===== src/core/ulfmc_pkg.sv =====
package ulfmc_pkg;

  // ****************************************
  // register map
  // ****************************************
  localparam logic [2:0] ADDR_DATA = 3'h0;
  localparam logic [2:0] ADDR_DIVHI = 3'h1;
  localparam logic [2:0] ADDR_STAT = 3'h2;
  localparam logic [2:0] ADDR_LCR = 3'h3;
  localparam logic [2:0] ADDR_MCR = 3'h4;
  localparam logic [7:0] LCR_RST = 8'h00;
  localparam logic [7:0] MCR_RST = 8'h00;
  localparam logic [7:0] DIV_LO_RST = 8'h01;
  localparam logic [7:0] DIV_HI_RST = 8'h00;
  localparam logic [7:0] EFR_RST = 8'h00;
  localparam int LCR_DLAB = 7;
  localparam int LCR_BRK = 6;
  localparam int LCR_STOP = 2;
  localparam int MCR_QUAD = 7;
  localparam int MCR_IR = 6;
  localparam int ST_RXRDY = 0;
  localparam int ST_PERR = 1;
  localparam int ST_FERR = 2;
  localparam int ST_TXBUSY = 3;

  // ****************************************
  // timing
  // ****************************************
  localparam logic [4:0] OVS = 5'h10;
  localparam logic [4:0] MID = 5'h07;
  localparam logic [4:0] IR_PULSE = 5'h03;
  localparam logic [1:0] PRE_LAST = 2'h3;

  typedef enum logic [2:0] {
    TX_IDLE = 3'b000,
    TX_START = 3'b001,
    TX_DATA = 3'b010,
    TX_PAR = 3'b011,
    TX_STOP = 3'b100
  } ulfmc_tx_t;

  // ****************************************
  // shared arithmetic
  // ****************************************
  function automatic logic [7:0] dataMask(input logic [1:0] wlen);
    dataMask = 8'hFF >> (2'h3 - wlen);
  endfunction

  function automatic logic parBit(input logic [7:0] d,
                                  input logic [1:0] wlen,
                                  input logic [2:0] par);
    logic x;
    x = ^(d & dataMask(wlen));
    case (par[2:1])
      2'b00: parBit = ~x;
      2'b01: parBit = x;
      2'b10: parBit = 1'b1;
      default: parBit = 1'b0;
    endcase
  endfunction

  function automatic logic [5:0] stopTicks(input logic stop,
                                           input logic [1:0] wlen);
    if (!stop) begin
      stopTicks = 6'h10;
    end else if (wlen == 2'b00) begin
      stopTicks = 6'h18;
    end else begin
      stopTicks = 6'h20;
    end
  endfunction

endpackage


===== src/core/ulfmc_baud_if.sv =====
`timescale 1ns/1ps
`default_nettype none
interface ulfmc_baud_if;
  logic quarter;
  logic [15:0] divisor;
  logic tick;
  modport gen (input quarter, input divisor, output tick);
  modport user (output quarter, output divisor, input tick);
endinterface
`default_nettype wire


===== src/core/ulfmc_baud.sv =====
`timescale 1ns/1ps
`default_nettype none
module ulfmc_baud (
  input wire logic core_clk,
  input wire logic rst_n,
  ulfmc_baud_if.gen bd
);
  import ulfmc_pkg::*;

  typedef struct packed {
    logic [1:0] pre;
    logic [15:0] cnt;
    logic tick;
  } ulfmc_bd_t;

  ulfmc_bd_t s_r;
  ulfmc_bd_t s_nxt;
  logic [15:0] lastCnt;
  logic preEn;

  // ****************************************
  // prescale and divisor
  // ****************************************
  always_comb begin
    s_nxt = s_r;
    s_nxt.tick = 1'b0;
    lastCnt = (bd.divisor == 16'h0000) ? 16'h0000 : bd.divisor - 16'h0001;
    preEn = !bd.quarter || (s_r.pre == PRE_LAST);
    s_nxt.pre = bd.quarter ? s_r.pre + 2'h1 : 2'h0;
    if (preEn) begin
      if (s_r.cnt >= lastCnt) begin
        s_nxt.cnt = 16'h0000;
        s_nxt.tick = 1'b1;
      end else begin
        s_nxt.cnt = s_r.cnt + 16'h0001;
      end
    end
  end

  always_ff @(posedge core_clk) begin
    if (!rst_n) begin
      s_r <= '0;
    end else begin
      s_r <= s_nxt;
    end
  end

  assign bd.tick = s_r.tick;

  quarter_rate_a: assert property (@(posedge core_clk) disable iff (!rst_n)
    bd.quarter && $stable(bd.quarter) && bd.divisor == 16'h0001 && s_r.tick
    |=> !s_r.tick [*3])
    else $error("tick faster than quarter rate");
  full_rate_a: assert property (@(posedge core_clk) disable iff (!rst_n)
    !bd.quarter && $past(!bd.quarter) && bd.divisor == 16'h0001
    && $past(bd.divisor) == 16'h0001 |-> ##1 s_r.tick)
    else $error("undivided clock lost ticks");

endmodule
`default_nettype wire


===== src/core/ulfmc_top.sv =====
// Design decisions made here: the address-and-strobe port and the register offsets.
`timescale 1ns/1ps
`default_nettype none
module ulfmc_top (
  input wire logic core_clk,
  input wire logic rst_n,
  input wire logic [2:0] regAddr,
  input wire logic [7:0] regWrData,
  input wire logic regWr,
  input wire logic regRd,
  output logic [7:0] regRdData,
  input wire logic serialIn,
  output logic serialOut,
  output logic [7:0] enhancedCfg
);
  import ulfmc_pkg::*;

  typedef struct packed {
    logic [7:0] line_format_control;
    logic [7:0] modem_interface_control;
    logic [7:0] divLo;
    logic [7:0] divHi;
    logic [7:0] efr;
    ulfmc_tx_t txSt;
    logic [7:0] txSh;
    logic [7:0] txByte;
    logic [2:0] txBit;
    logic [5:0] txTk;
    logic txLine;
    logic out;
    ulfmc_tx_t rxSt;
    logic [7:0] rxSh;
    logic [2:0] rxBit;
    logic [4:0] rxTk;
    logic [4:0] irHold;
    logic [7:0] rxData;
    logic rxRdy;
    logic pErr;
    logic fErr;
    logic [7:0] rdData;
  } ulfmc_st_t;

  ulfmc_st_t s_r;
  ulfmc_st_t s_nxt;
  ulfmc_baud_if bdIf ();
  logic tick;
  logic [1:0] wlen;
  logic [2:0] par;
  logic dlab;
  logic irOn;
  logic rxLine;
  logic rxRdySet;
  logic pErrSet;
  logic fErrSet;
  logic [7:0] stat;

  ulfmc_baud u_baud (
    .core_clk(core_clk),
    .rst_n(rst_n),
    .bd(bdIf.gen)
  );

  assign bdIf.quarter = s_r.modem_interface_control[MCR_QUAD];
  assign bdIf.divisor = {s_r.divHi, s_r.divLo};
  assign tick = bdIf.tick;
  assign wlen = s_r.line_format_control[1:0];
  assign par = s_r.line_format_control[5:3];
  assign dlab = s_r.line_format_control[LCR_DLAB];
  assign irOn = s_r.modem_interface_control[MCR_IR];
  // decoded receive line, IR pulse marks a zero bit
  assign rxLine = irOn ? (s_r.irHold == 5'h00) : serialIn;

  always_comb begin
    s_nxt = s_r;
    rxRdySet = 1'b0;
    pErrSet = 1'b0;
    fErrSet = 1'b0;
    stat = {4'h0, s_r.txSt != TX_IDLE, s_r.fErr, s_r.pErr, s_r.rxRdy};

    // ****************************************
    // transmitter
    // ****************************************
    if (tick) begin
      case (s_r.txSt)
        TX_IDLE: begin
          s_nxt.txLine = 1'b1;
        end
        TX_START: begin
          s_nxt.txTk = s_r.txTk + 6'h01;
          if (s_r.txTk == {1'b0, OVS} - 6'h01) begin
            s_nxt.txTk = 6'h00;
            s_nxt.txSt = TX_DATA;
            s_nxt.txLine = s_r.txSh[0];
          end
        end
        TX_DATA: begin
          s_nxt.txTk = s_r.txTk + 6'h01;
          if (s_r.txTk == {1'b0, OVS} - 6'h01) begin
            s_nxt.txTk = 6'h00;
            s_nxt.txSh = s_r.txSh >> 1;
            s_nxt.txBit = s_r.txBit + 3'h1;
            if (s_r.txBit == {1'b0, wlen} + 3'h4) begin
              s_nxt.txBit = 3'h0;
              if (par[0]) begin
                s_nxt.txSt = TX_PAR;
                s_nxt.txLine = parBit(s_r.txByte, wlen, par);
              end else begin
                s_nxt.txSt = TX_STOP;
                s_nxt.txLine = 1'b1;
              end
            end else begin
              s_nxt.txLine = s_r.txSh[1];
            end
          end
        end
        TX_PAR: begin
          s_nxt.txTk = s_r.txTk + 6'h01;
          if (s_r.txTk == {1'b0, OVS} - 6'h01) begin
            s_nxt.txTk = 6'h00;
            s_nxt.txSt = TX_STOP;
            s_nxt.txLine = 1'b1;
          end
        end
        default: begin
          s_nxt.txTk = s_r.txTk + 6'h01;
          if (s_r.txTk == stopTicks(s_r.line_format_control[LCR_STOP], wlen) - 6'h01) begin
            s_nxt.txTk = 6'h00;
            s_nxt.txSt = TX_IDLE;
          end
        end
      endcase
    end
    if (regWr && regAddr == ADDR_DATA && !dlab && s_r.txSt == TX_IDLE) begin
      s_nxt.txSt = TX_START;
      s_nxt.txSh = regWrData;
      s_nxt.txByte = regWrData;
      s_nxt.txTk = 6'h00;
      s_nxt.txBit = 3'h0;
      s_nxt.txLine = 1'b0;
    end
    // pin driver: break first, then IR pulse or plain level
    if (s_r.line_format_control[LCR_BRK]) begin
      s_nxt.out = 1'b0;
    end else if (irOn) begin
      s_nxt.out = !s_r.txLine && s_r.txSt != TX_IDLE
                  && s_r.txTk[4:0] < IR_PULSE;
    end else begin
      s_nxt.out = s_r.txLine;
    end

    // ****************************************
    // receiver
    // ****************************************
    if (irOn && serialIn) begin
      s_nxt.irHold = OVS;
    end else if (tick && s_r.irHold != 5'h00) begin
      s_nxt.irHold = s_r.irHold - 5'h01;
    end
    if (tick) begin
      s_nxt.rxTk = s_r.rxTk + 5'h01;
      case (s_r.rxSt)
        TX_IDLE: begin
          s_nxt.rxTk = 5'h00;
          if (!rxLine) begin
            s_nxt.rxSt = TX_START;
          end
        end
        TX_START: begin
          if (s_r.rxTk == MID) begin
            s_nxt.rxTk = 5'h00;
            s_nxt.rxBit = 3'h0;
            s_nxt.rxSh = 8'h00;
            s_nxt.rxSt = rxLine ? TX_IDLE : TX_DATA;
          end
        end
        TX_DATA: begin
          if (s_r.rxTk == OVS - 5'h01) begin
            s_nxt.rxTk = 5'h00;
            s_nxt.rxSh = (s_r.rxSh >> 1) | {rxLine, 7'h00};
            s_nxt.rxBit = s_r.rxBit + 3'h1;
            if (s_r.rxBit == {1'b0, wlen} + 3'h4) begin
              s_nxt.rxSh = ((s_r.rxSh >> 1) | {rxLine, 7'h00})
                           >> (2'h3 - wlen);
              s_nxt.rxSt = par[0] ? TX_PAR : TX_STOP;
            end
          end
        end
        TX_PAR: begin
          if (s_r.rxTk == OVS - 5'h01) begin
            s_nxt.rxTk = 5'h00;
            s_nxt.rxSt = TX_STOP;
            pErrSet = rxLine != parBit(s_r.rxSh, wlen, par);
          end
        end
        default: begin
          if (s_r.rxTk == OVS - 5'h01) begin
            s_nxt.rxTk = 5'h00;
            s_nxt.rxSt = TX_IDLE;
            s_nxt.rxData = s_r.rxSh;
            rxRdySet = 1'b1;
            fErrSet = !rxLine;
          end
        end
      endcase
    end

    // ****************************************
    // register port
    // ****************************************
    s_nxt.rdData = 8'h00;
    if (regWr) begin
      if (regAddr == ADDR_LCR) begin
        s_nxt.line_format_control = regWrData;
      end else if (regAddr == ADDR_MCR) begin
        s_nxt.modem_interface_control = regWrData;
      end else if (regAddr == ADDR_DATA && dlab) begin
        s_nxt.divLo = regWrData;
      end else if (regAddr == ADDR_DIVHI && dlab) begin
        s_nxt.divHi = regWrData;
      end else if (regAddr == ADDR_STAT && dlab) begin
        s_nxt.efr = regWrData;
      end
    end
    if (regRd) begin
      if (regAddr == ADDR_LCR) begin
        s_nxt.rdData = s_r.line_format_control;
      end else if (regAddr == ADDR_MCR) begin
        s_nxt.rdData = s_r.modem_interface_control;
      end else if (regAddr == ADDR_DATA) begin
        s_nxt.rdData = dlab ? s_r.divLo : s_r.rxData;
      end else if (regAddr == ADDR_DIVHI && dlab) begin
        s_nxt.rdData = s_r.divHi;
      end else if (regAddr == ADDR_STAT) begin
        s_nxt.rdData = dlab ? s_r.efr : stat;
      end
    end
    // set wins over read clear
    if (regRd && regAddr == ADDR_DATA && !dlab) begin
      s_nxt.rxRdy = 1'b0;
    end
    if (regRd && regAddr == ADDR_STAT && !dlab) begin
      s_nxt.pErr = 1'b0;
      s_nxt.fErr = 1'b0;
    end
    if (rxRdySet) begin
      s_nxt.rxRdy = 1'b1;
    end
    if (pErrSet) begin
      s_nxt.pErr = 1'b1;
    end
    if (fErrSet) begin
      s_nxt.fErr = 1'b1;
    end
  end

  always_ff @(posedge core_clk) begin
    if (!rst_n) begin
      s_r <= '0;
      s_r.line_format_control <= LCR_RST;
      s_r.modem_interface_control <= MCR_RST;
      s_r.divLo <= DIV_LO_RST;
      s_r.divHi <= DIV_HI_RST;
      s_r.efr <= EFR_RST;
      s_r.txLine <= 1'b1;
      s_r.out <= 1'b1;
    end else begin
      s_r <= s_nxt;
    end
  end

  assign regRdData = s_r.rdData;
  assign serialOut = s_r.out;
  assign enhancedCfg = s_r.efr;

  // ****************************************
  // checks
  // ****************************************
  logic [5:0] stopCnt;
  always_ff @(posedge core_clk) begin
    if (!rst_n || s_r.txSt != TX_STOP) begin
      stopCnt <= 6'h00;
    end else if (tick) begin
      stopCnt <= stopCnt + 6'h01;
    end
  end

  gate_read_a: assert property (@(posedge core_clk) disable iff (!rst_n)
    regRd && regAddr == ADDR_DATA |=> regRdData
    == ($past(dlab) ? $past(s_r.divLo) : $past(s_r.rxData)))
    else $error("divisor gate read wrong");
  break_low_a: assert property (@(posedge core_clk) disable iff (!rst_n)
    s_r.line_format_control[LCR_BRK] |=> !serialOut)
    else $error("break not held low");
  parity_bit_a: assert property (@(posedge core_clk) disable iff (!rst_n)
    s_r.txSt == TX_PAR && $past(s_r.txSt) == TX_DATA
    |-> s_r.txLine == parBit(s_r.txByte, wlen, par))
    else $error("parity bit wrong");
  stop_len_a: assert property (@(posedge core_clk) disable iff (!rst_n)
    s_r.txSt == TX_IDLE && $past(s_r.txSt) == TX_STOP
    |-> stopCnt == stopTicks(s_r.line_format_control[LCR_STOP], wlen))
    else $error("stop length wrong");
  word_len_a: assert property (@(posedge core_clk) disable iff (!rst_n)
    s_r.txSt != TX_DATA && $past(s_r.txSt) == TX_DATA
    |-> $past(s_r.txBit) == {1'b0, wlen} + 3'h4)
    else $error("word length wrong");
  ir_pulse_a: assert property (@(posedge core_clk) disable iff (!rst_n)
    irOn && !s_r.line_format_control[LCR_BRK] && s_r.txSt == TX_START && s_r.txTk == 6'h00
    |=> serialOut)
    else $error("no IR pulse for start bit");
  ir_idle_a: assert property (@(posedge core_clk) disable iff (!rst_n)
    irOn && s_r.txSt == TX_IDLE |=> !serialOut)
    else $error("IR idle not low");
  std_idle_a: assert property (@(posedge core_clk) disable iff (!rst_n)
    !irOn && !s_r.line_format_control[LCR_BRK] && s_r.txSt == TX_IDLE
    && s_r.txLine |=> serialOut)
    else $error("standard idle not high");
  reset_clear_a: assert property (@(posedge core_clk)
    !rst_n |=> s_r.line_format_control == 8'h00 && !irOn)
    else $error("reset did not clear format");
  start_low_a: assert property (@(posedge core_clk) disable iff (!rst_n)
    s_r.txSt == TX_START |-> !s_r.txLine)
    else $error("start bit not low");

  tx_frame_c: cover property (@(posedge core_clk) disable iff (!rst_n)
    s_r.txSt == TX_STOP ##1 s_r.txSt == TX_IDLE);
  rx_par_c: cover property (@(posedge core_clk) disable iff (!rst_n)
    rxRdySet && s_r.line_format_control[3]);
  ir_tx_c: cover property (@(posedge core_clk) disable iff (!rst_n)
    irOn && s_r.txSt == TX_DATA);
  ir_rx_c: cover property (@(posedge core_clk) disable iff (!rst_n)
    irOn && rxRdySet && !fErrSet);

endmodule
`default_nettype wire


===== config.mk =====
export PLATFORM = sky130hd
export DESIGN_NAME = ulfmc_top
export DESIGN_NICKNAME = d
export VERILOG_FILES = /design/src/core/ulfmc_pkg.sv /design/src/core/ulfmc_baud_if.sv /design/src/core/ulfmc_baud.sv /design/src/core/ulfmc_top.sv
export SDC_FILE = /design/constraint.sdc
export NUM_CORES = 1
export LEC_CHECK = 0
export ABC_AREA = 1
export BUFFER_PORTS_ARGS = -buffer_cell sky130_fd_sc_hd__buf_4
export CORE_UTILIZATION = 55
export CTS_BUF_LIST = sky130_fd_sc_hd__clkbuf_4 sky130_fd_sc_hd__clkbuf_8 sky130_fd_sc_hd__clkbuf_16
export DETAILED_ROUTE_END_ITERATION = 7
export GPL_TIMING_DRIVEN = 0
export PLACE_DENSITY_LB_ADDON = 0.2
export SLEW_MARGIN = 20
export SYNTH_ARGS = -nofsm -noshare
export SYNTH_HDL_FRONTEND = slang
export SYNTH_SLANG_ARGS = --single-unit

===== constraint.sdc =====
create_clock -name core_clk -period 4.51 [get_ports core_clk]
set_clock_uncertainty 0.05 [all_clocks]
set_input_delay 0.902 -clock core_clk [delete_from_list [all_inputs] [get_ports core_clk]]
set_output_delay 0.902 -clock core_clk [all_outputs]
set_load 0.02 [all_outputs]

==> results by group <==
Status
  • Result of the run: completed

Logic synthesis
  • Post-synthesis sequential element count: 132
  • Share of the yosys chip area belonging to registers: 0.361
  • Fraction of synthesis flops using an asynchronous set or reset pin: 0
  • Post-synth top flop: dfxtp_1
  • Mapped Cells: 1,045
  • Average footprint of a synthesized cell: 7.01 um2
  • Total of warnings raised by yosys: 0
  • Distinct cell type count after synthesis: 50
  • Cell area after synthesis: 0.00732 mm2
  • Syn nets: 1,088
  • Count of flip-flops with a built-in enable after synthesis: 0

Worst setup path
  • Crit-path max FO: 10
  • Crit path top cell by count: nand2_1
  • Cell with the largest stage delay on the worst path: nor2_1
  • Buffering stage count on the worst path with inverters included: 2
  • Crit path largest cell delay: 390 ps
  • Worst reg-to-reg path cell count: 15
  • Type of origin of the critical path: flop
  • Arrival time at the worst endpoint: 3620 ps
  • CP Capture Type: flop
  • Gate family responsible for the most delay along the worst path: simple AND/OR/NAND/NOR gates
  • Worst r2r dst: u_baud.s_r[16]
  • Register-to-Register Setup Slack: 1160 ps
  • Required time of the worst setup path: 4780 ps
  • Cell chain of the critical path: inv_1, ha_1, nand2_1, nor2_1, nand4_1, a21o_1, ha_1, nand4_1, nor3_1, nand3_1, nand2_1, nand2_1, nand2_1, buf_2, nor2_1
  • Start-to-end type of the worst setup path: reg -> reg
  • Launching point of the worst reg2reg path: bdIf.divisor[0]

Global route
  • First-pass GRT wire length: 32,200 um
  • Residual overflow from global routing: 0
  • Antenna violations before repair: 0
  • All-layer global routing usage: 0.294
  • Maximum number of pins on one net before global-route repair: 17
  • Via count of the first global-routing pass: 6,460

Timing
  • Worst max-slew margin expressed relative to the limit: 0.537
  • Count of final max-slew check failures: 0
  • Upper clock frequency limit: 299 MHz
  • Slew at the pin closest to its max-slew limit: 695 ps
  • Final count of negative-setup-slack endpoints: 0
  • RSZ-0062 raised after global routing: false
  • Final worst path period share: 0.743
  • Hold violation total from the final report: 0
  • Post-layout minimum cycle time: 3350 ps
  • Post-route setup TNS: 0 ps

Clocking
  • Setup Buffers After CTS: 0
  • Inserted Clock Buffers: 17
  • Clock sink total: 132
  • # resized after CTS: 0
  • Clock transition at path regs: 60 ps
  • TritonCTS clock tree: built
  • Clk buf depth: 2
  • Buffer type at the clock tree root: clkbuf_16
  • Later-pin clock latency in the skew report: 430 ps
  • Clock H-tree levels: 4
  • Hold Buf Count CTS: 0

Cells and area
  • Layout overhead on the synthesized area: 15.8%
  • Antenna diode count: 0
  • # fillers: 1,112
  • Multi-input gate area: 0.00395 mm2
  • Final Instance Area: 0.00848 mm2
  • Total Nets Final: 1,138
  • Sequential cell area in the final layout: 0.00264 mm2
  • Share of final-layout standard cells stronger than drive strength 1: 0.138

Hold path
  • Worst min-delay path category: reg -> reg
  • Worst Hold End: u_baud.s_r[17]
  • Worst hold path depth: 1
  • Worst Min Path Start: u_baud.s_r[17]

Route
  • Number of DRC markers after the initial detailed-route iteration: 794
  • Detailed-route wire length per cell: 15.3 um
  • Mean number of vias per cell: 5.58
  • First-pass iteration count of the detailed router: 7
  • Aggregate routed wire length: 19,600 um
  • DRC violation count after routing: 0
  • Antenna-violating nets left: 0
  • Overall via count from detail_route: 7,137

Placement
  • Routability congestion estimate from global placement: 0.956
  • DPL Wire Length: 14,300 um
  • Area of placed instances: 0.00777 mm2
  • Port-buffer cells: 31

Floorplan
  • Die area: 0.0138 mm2
  • Die span in y: 117 um
  • Standard-cell rows: 41
  • Number of placed I/O pins: 33
  • Horiz. Die Dim: 117 um
  • Core outline area: 0.0128 mm2
  • Initial core utilization: 0.571

Run
  • Max_cap viols: 0

Pwr
  • IR drop worst, VDD: 0.343 mV
  • Static power due to leakage: 3.51 nW
  • Power density normalized to cell area: 389 mW/mm2
[layout by cell type, fill, tap and decap left out, drive strengths merged, types with 33 or more instances in the layout]
cell type,n
nand2,235
a21oi,102
o21ai,71
inv,119
clkbuf,33
nand3,63
dfxtp,132
buf,63
nor2,116
[layout make-up]
type,instances,share of cell area
well taps,172,0.0254
clock buffers,17,0.0502
flip-flops and latches,132,0.312
plain buffers,48,0.0339
repair buffers,31,0.0275
multi-input cells,746,0.465
clock inverters,14,0.0332
inverters,119,0.0527
[layer usage]
metal,up-vias,part of all wire,track usage
met5,-,0,0
met4,0,0.034,0.136
met3,57,0.072,0.0608
met2,267,0.43,0.446
met1,3265,0.46,0.398
li1,3548,-,-
[power by group]
part	total (W)	switching, W	leakage [nW]	internal [W]
Combinational	0.000376	0.000256	2.11	0.000120
Clock	0.00167	0.000530	0.335	0.00114
Sequential	0.00125	0.0000354	1.07	0.00121
Total	0.00330	0.000821	3.51	0.00248
[Yosys cell counts (2+ instances only)]
| cell | number | area [um2] |
|---|---|---|
| a211oi_1 | 7 | 52.6 |
| a211oi_2 | 3 | 37.5 |
| a21oi_1 | 100 | 500 |
| a21oi_4 | 2 | 32.5 |
| a31oi_1 | 15 | 93.8 |
| buf_2 | 8 | 40.0 |
| buf_4 | 20 | 150 |
| buf_6 | 3 | 33.8 |
| clkbuf_1 | 16 | 60.1 |
| dfxtp_1 | 132 | 2640 |
| ha_1 | 27 | 338 |
| inv_1 | 97 | 364 |
| inv_2 | 21 | 78.8 |
| nand2_1 | 228 | 856 |
| nand2_2 | 5 | 31.3 |
| nand2_4 | 2 | 22.5 |
| nand3_1 | 62 | 310 |
| nand3b_1 | 2 | 15.0 |
| nand4_1 | 10 | 62.6 |
| nand4_2 | 2 | 25.0 |
| nor2_1 | 108 | 405 |
| nor2_2 | 7 | 43.8 |
| nor3_1 | 20 | 100 |
| nor3_2 | 6 | 60.1 |
| nor3b_1 | 2 | 15.0 |
| nor4_1 | 2 | 12.5 |
| nor4_2 | 2 | 25.0 |
| o211ai_1 | 9 | 67.6 |
| o21ai_0 | 63 | 315 |
| o21ai_1 | 7 | 35.0 |
| o221ai_1 | 3 | 26.3 |
| o22ai_1 | 4 | 25.0 |
| o31ai_1 | 3 | 22.5 |
| or2_2 | 4 | 25.0 |
| xnor2_1 | 7 | 61.3 |
| xor2_1 | 22 | 193 |
[registers in the layout, indices dropped and copies added (netlist names), 3 cells and up]
register / flops
u_baud.s_r: 18
bdIf.divisor: 16
par: 3
regRdData: 8
enhancedCfg: 8
s_r: 74
[cell families after synthesis]
group	count (synthesis)	share of synthesized area
buffers and inverters	167	0.100
xor gates and xnor gates	29	0.0347
adders and majority gates	27	0.0461
DFF	132	0.361
AOI/OAI and AO/OA	221	0.171
and+or+nand+nor	468	0.285
muxes	1	0.00137
[worst register-to-register path, stage by stage (launching register included)]
cell     delay [ps]
dfxtp_1         310
inv_1           150
ha_1            210
nand2_1         130
nor2_1          390
nand4_1         190
a21o_1          230
ha_1            290
nand4_1         120
nor3_1          290
nand3_1         110
nand2_1         110
nand2_1          50
nand2_1         250
buf_2           300
nor2_1           70
[stage by stage]
stage	std cells	setup slack (ps)	power, W	utilization	hold slack [ps]
4_1_cts	1279	1190	0.00330	0.661	379
6_report	1279	1160	0.00330	0.661	376
5_1_grt	1279	834	0.00340	0.661	395
2_1_floorplan	1045	1870	0.00154	-	356
3_5_place_dp	1248	1190	0.00164	0.606	371
3_3_place_gp	1248	1300	0.00164	0.606	374
[how the worst max path moves through the flow]
stage               slack, ps  depth (start not counted)       startpoint              to
floorplan                1870                         17  bdIf.divisor[4]  u_baud.s_r[16]
global placement         1300                         15  bdIf.divisor[0]  u_baud.s_r[16]
detailed placement       1190                         15  bdIf.divisor[0]  u_baud.s_r[16]
CTS                      1190                         15  bdIf.divisor[0]  u_baud.s_r[16]
global route              830                         15  bdIf.divisor[0]  u_baud.s_r[16]
finish                   1160                         15  bdIf.divisor[0]  u_baud.s_r[16]
Note: power is estimated with default switching activity, not from simulation.
